**src/sxt_pkg.sv**
```systemverilog
package sxt_pkg;

	// ********************************
	// Opcode fields
	// ********************************
	localparam logic [5:0] OP_NIBBLE_SWAP = 6'h0e;
	localparam logic [5:0] OP_XOR_FILE    = 6'h06;
	localparam logic [5:0] OP_XOR_LIT     = 6'h3a;
	localparam logic [10:0] OP_DIR_LOAD   = 11'h00c;
	localparam int DEST_BIT   = 7;
	localparam logic [2:0] DIR_FIRST = 3'h5;
	localparam logic [2:0] DIR_LAST  = 3'h7;
	localparam logic [6:0] DIR_FILE_BASE = 7'h05;

	// ********************************
	// Reset values
	// ********************************
	localparam logic [7:0] W_RESET   = 8'h00;
	localparam logic [7:0] DIR_RESET = 8'hff;

	typedef struct packed {
		logic       wrEn;
		logic [6:0] addr;
		logic [7:0] data;
	} sxt_fwr_t;

	typedef struct packed {
		logic [7:0]      w;
		logic            zeroSet;
		logic            zeroVal;
		sxt_fwr_t        fileWr;
		logic [2:0][7:0] dir;
		logic [7:0]      rdData;
		logic            illegal;
	} sxt_state_t;

endpackage

```
**src/sxt_exec.sv**
```systemverilog
`timescale 1ns/10ps
module sxt_exec (
	input  wire logic                   clk,
	input  wire logic                   resetn,
	input  wire logic                   instrValid,
	input  wire logic [13:0]            instr,
	input  wire logic [7:0]             fileRdData,
	input  wire logic                   extWrEn,
	input  wire logic [6:0]             extAddr,
	input  wire logic [7:0]             extWrData,
	output logic [7:0]                  wReg,
	output logic                        zeroSet,
	output logic                        zeroVal,
	output sxt_pkg::sxt_fwr_t           fileWr,
	output logic [2:0][7:0]             dirRegs,
	output logic [7:0]                  dirRdData,
	output logic                        illegalOp
);

	// ********************************
	// State
	// ********************************
	sxt_pkg::sxt_state_t state_q;
	sxt_pkg::sxt_state_t state_d;

	// ********************************
	// Instruction fields and external direction offset
	// ********************************
	logic [6:0]  fAddr;
	logic        dest;
	logic [7:0]  litVal;
	logic [5:0]  majorOp;
	logic [10:0] dirOpField;
	logic [2:0]  dirSel;
	logic [6:0]  dirOff;

	assign fAddr      = instr[6:0];
	assign dest       = instr[sxt_pkg::DEST_BIT];
	assign litVal     = instr[7:0];
	assign majorOp    = instr[13:8];
	assign dirOpField = instr[13:3];
	assign dirSel     = instr[2:0];
	assign dirOff     = extAddr - sxt_pkg::DIR_FILE_BASE;

	// ********************************
	// Opcode decode
	// ********************************
	logic       isSwap;
	logic       isXorFile;
	logic       isXorLit;
	logic       isDirLoad;
	logic       dirSelOk;
	logic       dirLoadOk;
	logic       dirLoadBad;
	logic [1:0] dirLoadIdx;

	assign isSwap     = instrValid && (majorOp == sxt_pkg::OP_NIBBLE_SWAP);
	assign isXorFile  = instrValid && (majorOp == sxt_pkg::OP_XOR_FILE);
	assign isXorLit   = instrValid && (majorOp == sxt_pkg::OP_XOR_LIT);
	assign isDirLoad  = instrValid && (dirOpField == sxt_pkg::OP_DIR_LOAD);
	assign dirSelOk   = (dirSel >= sxt_pkg::DIR_FIRST) && (dirSel <= sxt_pkg::DIR_LAST);
	assign dirLoadOk  = isDirLoad && dirSelOk;
	assign dirLoadBad = isDirLoad && !dirSelOk;
	assign dirLoadIdx = 2'(dirSel - sxt_pkg::DIR_FIRST);

	// ********************************
	// Direction register access
	// ********************************
	localparam int DIR_COUNT = int'(sxt_pkg::DIR_LAST) - int'(sxt_pkg::DIR_FIRST) + 1;

	logic [DIR_COUNT-1:0]    dirHit;
	logic [DIR_COUNT-1:0]    dirWrHit;
	logic [DIR_COUNT-1:0]    dirLoadHit;
	logic [DIR_COUNT:0][7:0] dirRdChain;
	logic [7:0]              dirRdSel;

	assign dirRdChain[0] = 8'h00;

	for (genvar i = 0; i < DIR_COUNT; i++) begin : gDirSlot
		assign dirHit[i]       = (dirOff == 7'(i));
		assign dirWrHit[i]     = extWrEn && dirHit[i];
		assign dirLoadHit[i]   = dirLoadOk && (dirLoadIdx == 2'(i));
		assign dirRdChain[i+1] = dirRdChain[i] | (dirHit[i] ? state_q.dir[i] : 8'h00);
	end

	assign dirRdSel = dirRdChain[DIR_COUNT];

	// ********************************
	// Result datapath
	// ********************************
	logic [7:0]        swapRes;
	logic [7:0]        xorFileRes;
	logic [7:0]        xorLitRes;
	logic              xorFileZero;
	logic              xorLitZero;
	sxt_pkg::sxt_fwr_t swapWr;
	sxt_pkg::sxt_fwr_t xorWr;

	assign swapRes     = {fileRdData[3:0], fileRdData[7:4]};
	assign xorFileRes  = state_q.w ^ fileRdData;
	assign xorLitRes   = state_q.w ^ litVal;
	assign xorFileZero = (xorFileRes == 8'h00);
	assign xorLitZero  = (xorLitRes == 8'h00);
	assign swapWr      = '{wrEn: 1'b1, addr: fAddr, data: swapRes};
	assign xorWr       = '{wrEn: 1'b1, addr: fAddr, data: xorFileRes};

	// ********************************
	// Destination select
	// ********************************
	logic swapToFile;
	logic swapToW;
	logic xorToFile;
	logic xorToW;

	assign swapToFile = isSwap && dest;
	assign swapToW    = isSwap && !dest;
	assign xorToFile  = isXorFile && dest;
	assign xorToW     = isXorFile && !dest;

	// ********************************
	// Next state
	// ********************************
	always_comb begin
		state_d             = state_q;
		state_d.zeroSet     = 1'b0;
		state_d.fileWr.wrEn = 1'b0;
		state_d.illegal     = 1'b0;
		state_d.rdData      = dirRdSel;

		for (int k = 0; k < DIR_COUNT; k++) begin
			if (dirWrHit[k]) begin
				state_d.dir[k] = extWrData;
			end
		end

		for (int k = 0; k < DIR_COUNT; k++) begin
			if (dirLoadHit[k]) begin
				state_d.dir[k] = state_q.w;
			end
		end

		if (dirLoadBad) begin
			state_d.illegal = 1'b1;
		end

		if (swapToFile) begin
			state_d.fileWr = swapWr;
		end
		if (swapToW) begin
			state_d.w = swapRes;
		end

		if (isXorFile) begin
			state_d.zeroSet = 1'b1;
			state_d.zeroVal = xorFileZero;
		end
		if (xorToFile) begin
			state_d.fileWr = xorWr;
		end
		if (xorToW) begin
			state_d.w = xorFileRes;
		end

		if (isXorLit) begin
			state_d.zeroSet = 1'b1;
			state_d.zeroVal = xorLitZero;
			state_d.w       = xorLitRes;
		end
	end

	// ********************************
	// Registers
	// ********************************
	always_ff @(posedge clk) begin
		if (!resetn) begin
			state_q.w       <= sxt_pkg::W_RESET;
			state_q.zeroSet <= 1'b0;
			state_q.zeroVal <= 1'b0;
			state_q.fileWr  <= '0;
			state_q.dir     <= {3{sxt_pkg::DIR_RESET}};
			state_q.rdData  <= 8'h00;
			state_q.illegal <= 1'b0;
		end else begin
			state_q <= state_d;
		end
	end

	// ********************************
	// Outputs
	// ********************************
	assign wReg      = state_q.w;
	assign zeroSet   = state_q.zeroSet;
	assign zeroVal   = state_q.zeroVal;
	assign fileWr    = state_q.fileWr;
	assign dirRegs   = state_q.dir;
	assign dirRdData = state_q.rdData;
	assign illegalOp = state_q.illegal;

endmodule // sxt_exec

```
**config.mk**
```make
export PLATFORM = sky130hd
export DESIGN_NAME = sxt_exec
export DESIGN_NICKNAME = d
export VERILOG_FILES = /design/src/sxt_pkg.sv /design/src/sxt_exec.sv
export SDC_FILE = /design/constraint.sdc
export NUM_CORES = 1
export LEC_CHECK = 0
export BUFFER_PORTS_ARGS = -buffer_cell sky130_fd_sc_hd__buf_2
export CORE_MARGIN = 3
export CORE_UTILIZATION = 30
export CTS_BUF_LIST = sky130_fd_sc_hd__clkbuf_4
export DETAILED_ROUTE_END_ITERATION = 12
export GPL_TIMING_DRIVEN = 0
export PLACE_DENSITY_LB_ADDON = 0.08
export SYNTH_ARGS = -nofsm -noshare
export SYNTH_HDL_FRONTEND = slang
export SYNTH_SLANG_ARGS = --single-unit
export TNS_END_PERCENT = 10
```
**constraint.sdc**
```tcl
create_clock -name clk -period 1.72 [get_ports clk]
set_input_delay 0.258 -clock clk [delete_from_list [all_inputs] [get_ports clk]]
set_output_delay 0.258 -clock clk [all_outputs]
set_load 0.02 [all_outputs]
```
==> results of run 1 <==
## cell usage in the layout, fill, tap and decap left out, types with 4 or more instances in the layout
master,netlist,routed
sky130_fd_sc_hd__clkbuf_4,0,10
sky130_fd_sc_hd__a22oi_1,8,8
sky130_fd_sc_hd__nand4_1,4,4
sky130_fd_sc_hd__o22ai_1,4,4
sky130_fd_sc_hd__mux2i_1,44,44
sky130_fd_sc_hd__xor2_1,9,9
sky130_fd_sc_hd__buf_2,8,103
sky130_fd_sc_hd__mux2_1,4,4
sky130_fd_sc_hd__nor2_1,31,31
sky130_fd_sc_hd__o32ai_1,4,4
sky130_fd_sc_hd__a21oi_1,20,20
sky130_fd_sc_hd__clkbuf_1,9,8
sky130_fd_sc_hd__mux2_2,28,28
sky130_fd_sc_hd__dfxtp_1,59,59
sky130_fd_sc_hd__or2_2,7,7
sky130_fd_sc_hd__inv_1,8,8
sky130_fd_sc_hd__nand2_1,32,32
sky130_fd_sc_hd__nand2b_1,5,5
## cell families after synthesis
logic type | Yosys count
AO/OA/AOI/OAI | 41
buffers and inverters | 30
multiplexers | 76
flip-flops | 59
XOR/XNOR | 12
AND/OR/NAND/NOR | 106
## cell type report
cell class	instances	area (um^2)
Buffer	22	120
Clock inverter	6	80.1
Fill cell	1067	6000
Multi-Input combinational cell	235	1780
Clock buffer	10	75.1
Tap cell	133	166
Inverter	8	30.0
Sequential cell	59	1180
Timing Repair Buffer	95	475
## critical path, stage by stage
cell                       delay, ps
sky130_fd_sc_hd__buf_2           100
sky130_fd_sc_hd__nor2b_1         100
sky130_fd_sc_hd__clkbuf_1        390
sky130_fd_sc_hd__nand3_1         490
sky130_fd_sc_hd__mux2_2          420
sky130_fd_sc_hd__mux2i_1         130
sky130_fd_sc_hd__nand2_1          60
## flip-flops by register name (all words and copies together) (netlist names)
| register | cells |
|---|---|
| dirRegs | 24 |
| fileWr | 16 |
| dirRdData | 8 |
| wReg | 8 |
| illegalOp | 1 |
| zeroSet | 1 |
| zeroVal | 1 |
## through the flow
| stage | instances | power [uW] | setup TNS (ps) | area (um^2) |
|---|---|---|---|---|
| 2_1_floorplan | 324 | 1550 | 0 | 3110 |
| 3_3_place_gp | 552 | 1660 | -10730 | 3750 |
| 3_5_place_dp | 552 | 1660 | -11360 | 3750 |
| 4_1_cts | 568 | 2810 | 0 | 3910 |
| 5_1_grt | 568 | 2880 | -529 | 3910 |
| 6_report | 568 | 2760 | 0 | 3910 |
## routing by layer
metal,global-route usage (%),up-vias,routed length (um)
met4,4.78,0,121
met5,0,-,0
li1,-,1358,-
met1,21.0,1248,4290
met2,27.5,98,4280
met3,5.10,12,652
## worst max path at each step
| stage | startpoint | end | slack (ps) | depth (start not counted) |
|---|---|---|---|---|
| floorplan | instr[11] | dirRegs[14] | 40 | 5 |
| global placement | extAddr[1] | dirRegs[7] | -370 | 7 |
| detailed placement | extAddr[0] | dirRegs[4] | -370 | 7 |
| CTS | extAddr[0] | dirRegs[6] | 70 | 7 |
| global route | extAddr[0] | dirRegs[6] | -70 | 7 |
| finish | extAddr[1] | dirRegs[6] | 50 | 7 |
## synth_stat cells, types with 5 or more instances
cell type / count
sky130_fd_sc_hd__a21oi_1: 20
sky130_fd_sc_hd__a22oi_1: 8
sky130_fd_sc_hd__buf_2: 8
sky130_fd_sc_hd__clkbuf_1: 9
sky130_fd_sc_hd__dfxtp_1: 59
sky130_fd_sc_hd__inv_1: 8
sky130_fd_sc_hd__mux2_2: 28
sky130_fd_sc_hd__mux2i_1: 44
sky130_fd_sc_hd__nand2_1: 32
sky130_fd_sc_hd__nand2b_1: 5
sky130_fd_sc_hd__nor2_1: 31
sky130_fd_sc_hd__or2_2: 7
sky130_fd_sc_hd__xor2_1: 9
## power groups by stage
stage	clock, uW	sequential (uW)	combinational [uW]
3_3_place_gp	0	1410	252
2_1_floorplan	0	1410	131
5_1_grt	1230	1380	275
6_report	1130	1380	249
3_5_place_dp	0	1410	252
4_1_cts	1180	1380	252
==> flow_summary.yaml, run 1 <==
timing:
  achievable_freq_ghz: 0.598
  final_max_slew_viol_count: 0
  setup_viol: 0
  worst_slack_ps: 48.5
  timing.final.hold_violations: 0
  worst_max_slew_margin_expressed_relative_to_the_limit_pct: 60.3
  fin_hold_ws_ps: 117
  worst_slew_pin_slew_ps: 595
  layout_worst_path_cycle_share_pct: 97.2
  fin_crit_ps: 1670
  grt_setup_unrepaired: "yes"
  final.setup_skew_ps: 17.3
setup_path:
  worst-endpoint-required_ps: 2000
  cp.arrival_ps: 1950
  setup.reg_to_reg.worst_slack_ps: 100
  critPathKind: "input pin to flip-flop"
  start_kind: "input pin"
  timing.rr.start: "wReg[7]"
  worst_r2r_endpoint: "fileWr[7]"
  worst-r2r-cell-count: 5
  critical_path.endpoint_type: "flip-flop"
  worst-path-max-fanout: 9
min_path:
  hold-path-endpoint: "dirRegs[18]"
  worst_hold_path.num_cells: 2
  worst_hold_startpoint: "resetn"
  class_of_the_tightest_hold_or_removal_check: "input pin to flip-flop"
cts:
  cts_tree: "yes"
  cts-resized-gates: 0
  cts.root.buffer_cell: "sky130_fd_sc_hd__clkbuf_4"
  h-tree-depth: 3
  clk_transition_reported_paths_ps: 110
  postCtsSetupRepairBufs: 0
  clk-insertion-delay-late_ps: 400
  cts-buffers-inserted: 9
  cts_sinks: 59
  cts_hold_buf: 0
  max-clock-path-buffers: 2
global_routing:
  globalRouteOverflowTotal: 0
  global_route.usage.total_pct: 16.7
  grt_max_degree: 11
  first_global_vias: 2789
  grt_first_pass_wirelength_um: 14900
  initial_antenna_violation_count: 0
placement:
  dp_slack_ps: -370
  port-buffer-count: 95
  detailedPlacementHpwl_um: 7060
  routabilityCongestion: 0.784
synth:
  syn-cell-area_um2: 3110
  synthesis.nets: 365
  synth-async-reset-ratio_pct: 0
  yosys-mux-area-fraction_pct: 25.8
  post-synth-top-area-fraction_pct: 38.0
  number_of_distinct_library_cells_after_synthesis: 43
  post_synthesis_sequential_area_ratio_pct: 38.0
  simple_logic_cell_fraction_of_the_synthesized_area_pct: 19.9
  synth_fa_ha_area_share_pct: 0
  number_of_synthesized_flops_with_an_enable_pin: 0
  synth_warnings: 0
  post_synth_xor_area_fraction_pct: 3.38
  synth.area.top_cells: "sky130_fd_sc_hd__dfxtp_1, sky130_fd_sc_hd__mux2i_1, sky130_fd_sc_hd__mux2_2, sky130_fd_sc_hd__nand2_1, sky130_fd_sc_hd__nor2_1"
  synth_area_per_cell_um2: 9.60
  postSynthCellCount: 324
  postSynthRegisterBits: 59
  yosys_most_used_dff: "sky130_fd_sc_hd__dfxtp_1"
  synth_area_leader_cell: "sky130_fd_sc_hd__dfxtp_1"
  synth_top_family_by_area: "multiplexers"
  synth-compound-area-share_pct: 8.17
pwr:
  power.density_nw_per_um2: 706
  power.static_leakage_uw: 0.00184
  intPower_uw: 2060
  power.share.clock_pct: 41.1
  power_switching_share_pct: 25.2
  seqPwrFrac_pct: 49.9
  total_switching_power_uw: 695
  combPwrFrac_pct: 9.0
  vdd_ir_drop_max_v: 0.000468
route:
  number_of_drc_violations_after_detailed_routing: 0
  detail_route.wirelength_um: 9340
  drt.antenna.violating_nets: 0
  via_per_inst: 4.78
  drt_iter0_markers: 83
  detailedRoute.firstPassIterationCount: 4
  detailroute.via_count: 2716
  routed_wire_length_per_instance_um: 16.4
cells_and_area:
  design.final.nets: 471
  n_antenna_cell: 0
  fin_util_pct: 39.4
  layout_cell_share_with_drive_strength_beyond_1_pct: 38.4
  areaGrowthSynthToFinish_pct: 25.7
outcome:
  outcome: "completed"
run:
  max_cap_viol_count: 0
die:
  fp-row-count: 36
  floorplan.io_pins: 100
  fp.dieW_um: 108
  initial_core_utilization_pct: 31.4
  coreArea_um2: 9910
  design.die.area_um2: 11600
  floorplan.die.height_um: 108
No activity file was read; power rests on OpenSTA's default activity.
==> run 2: changes to the inputs <==
- RECOVER_POWER: default -> 25
- clock period: 1.72 -> 1.9 ns (I/O delays scaled with it)
==> flow_summary.yaml, run 2 (synthesized netlist as in run 1, its figures left out) <==
die:
  floorplan.die.height_um: 108
  floorplan.io_pins: 100
  design.die.area_um2: 11600
  fp.dieW_um: 108
  coreArea_um2: 9910
  fp-row-count: 36
  initial_core_utilization_pct: 31.4
min_path:
  hold-path-endpoint: "dirRegs[18]"
  worst_hold_startpoint: "resetn"
  class_of_the_tightest_hold_or_removal_check: "input pin to flip-flop"
  worst_hold_path.num_cells: 2
pwr:
  power.density_nw_per_um2: 644
  vdd_ir_drop_max_v: 0.000423
  totalPowerFinal_uw: 2500
  power.static_leakage_uw: 0.00175
setup_path:
  timing.rr.start: "wReg[7]"
  worst-path-max-fanout: 9
  path_cells: "buf_2 -> nor2b_1 -> clkbuf_1 -> nand3_1 -> mux2_2 -> mux2i_1 -> nand2_1"
  worst-endpoint-required_ps: 2180
  critical_path.endpoint_type: "flip-flop"
  setup.reg_to_reg.worst_slack_ps: 280
  start_kind: "input pin"
  startpoint: "extAddr[1]"
  worst_r2r_endpoint: "wReg[7]"
  critical_path.max_stage_delay_ps: 490
  critPathKind: "input pin to flip-flop"
  crit_buf_inv: 2
  cp.arrival_ps: 1970
  cell_type_group_with_the_largest_total_delay_on_the_critical_path: "simple AND/OR/NAND/NOR gates"
  worst-r2r-cell-count: 6
  timing.critical_path.slowest_stage_cell: "sky130_fd_sc_hd__nand3_1"
timing:
  final_max_slew_viol_count: 0
  layout_worst_path_cycle_share_pct: 88.9
  fin_crit_ps: 1690
  timing.final.hold_violations: 0
  achievable_freq_ghz: 0.592
  final.setup_skew_ps: 17.5
  worst_slew_pin_slew_ps: 635
  grt_setup_unrepaired: "no"
  worst_max_slew_margin_expressed_relative_to_the_limit_pct: 57.6
  setup_viol: 0
route:
  number_of_drc_violations_after_detailed_routing: 0
  drt.antenna.violating_nets: 0
  detailedRoute.firstPassIterationCount: 4
  detail_route.wirelength_um: 9350
  via_per_inst: 4.79
  detailroute.via_count: 2722
  drt_iter0_markers: 78
  routed_wire_length_per_instance_um: 16.5
global_routing:
  first_global_vias: 2789
  grt_first_pass_wirelength_um: 14900
  grt_max_degree: 11
  globalRouteOverflowTotal: 0
  initial_antenna_violation_count: 0
  global_route.usage.total_pct: 16.7
cts:
  cts_sinks: 59
  cts.root.buffer_cell: "sky130_fd_sc_hd__clkbuf_4"
  cts-resized-gates: 0
  postCtsSetupRepairBufs: 0
  clk_transition_reported_paths_ps: 110
  max-clock-path-buffers: 2
  cts_hold_buf: 0
  h-tree-depth: 3
  cts_tree: "yes"
  clk-insertion-delay-late_ps: 400
  cts-buffers-inserted: 9
placement:
  routabilityCongestion: 0.784
  port-buffer-count: 95
  post_dp_cell_area_um2: 3750
  detailedPlacementHpwl_um: 7060
cells_and_area:
  largest_register_ff_count: 24
  design.final.nets: 471
  post-route-cell-area_um2: 3880
  layout_commonest_cell: "sky130_fd_sc_hd__buf_2"
  count_of_filler_cells_inserted_in_the_layout: 1081
  layout_cell_share_with_drive_strength_beyond_1_pct: 33.1
  mostFrequentLayoutCells: "sky130_fd_sc_hd__buf_2, sky130_fd_sc_hd__dfxtp_1, sky130_fd_sc_hd__mux2i_1"
  n_antenna_cell: 0
  areaGrowthSynthToFinish_pct: 24.7
outcome:
  outcome: "completed"
run:
  max_cap_viol_count: 0
==> run 2: cell count changes in the layout (fill, tap and decap cells not counted), sizes merged <==
cell    change
buf        -21
clkbuf     +21
==> run 2: how the worst max path moves through the flow <==
stage                   to  slack (ps)  cells after the start
2_1_floorplan  dirRegs[14]         190                      5
3_3_place_gp    dirRegs[7]        -220                      7
3_5_place_dp    dirRegs[4]        -220                      7
4_1_cts         dirRegs[6]         230                      7
5_1_grt         dirRegs[6]          90                      7
6_report        dirRegs[6]         210                      7
==> run 2: power breakdown <==
group | internal [uW] | total, uW | leakage, uW | switching [uW]
Sequential | 1240 | 1250 | 0.000476 | 4.23
Combinational | 86.3 | 224 | 0.00119 | 138
Clock | 539 | 1030 | 0.0000831 | 489
==> run 2: metrics by stage <==
step                hold WS [ps]  TNS, ps  setup slack, ps  cells  util (%)
detailed placement           448    -5010             -217    552      37.9
finish                       146        0              210    568      39.1
global placement             447    -4560             -217    552      37.9
floorplan                    429        0              191    324         -
global route                 118        0             87.3    568      39.1
CTS                          130        0              226    568      39.4
==> run 2: cell type report <==
type	count	area, um^2	share of cell area [%]
clock buffers	10	75.1	1.94
multi-input cells	235	1780	45.8
clock inverters	6	80.1	2.07
plain buffers	22	119	3.07
repair buffers	95	449	11.6
flip-flops and latches	59	1180	30.5
inverters	8	30.0	0.774
well taps	133	166	4.29
==> run 2: worst reg2reg max path, stage by stage, from the launching register on <==
cell	delay (ps)
sky130_fd_sc_hd__dfxtp_1	350
sky130_fd_sc_hd__clkbuf_1	410
sky130_fd_sc_hd__xor2_1	160
sky130_fd_sc_hd__mux2i_1	250
sky130_fd_sc_hd__o32ai_1	140
sky130_fd_sc_hd__a21oi_1	140
sky130_fd_sc_hd__nor2_1	60
==> run 2: layer usage <==
metal | vias to the layer above | wire length [um] | global-route usage, %
met5 | - | 0 | 0
met4 | 0 | 121 | 4.78
met3 | 12 | 688 | 5.10
met2 | 102 | 4260 | 27.5
met1 | 1253 | 4280 | 21.0
li1 | 1355 | - | -
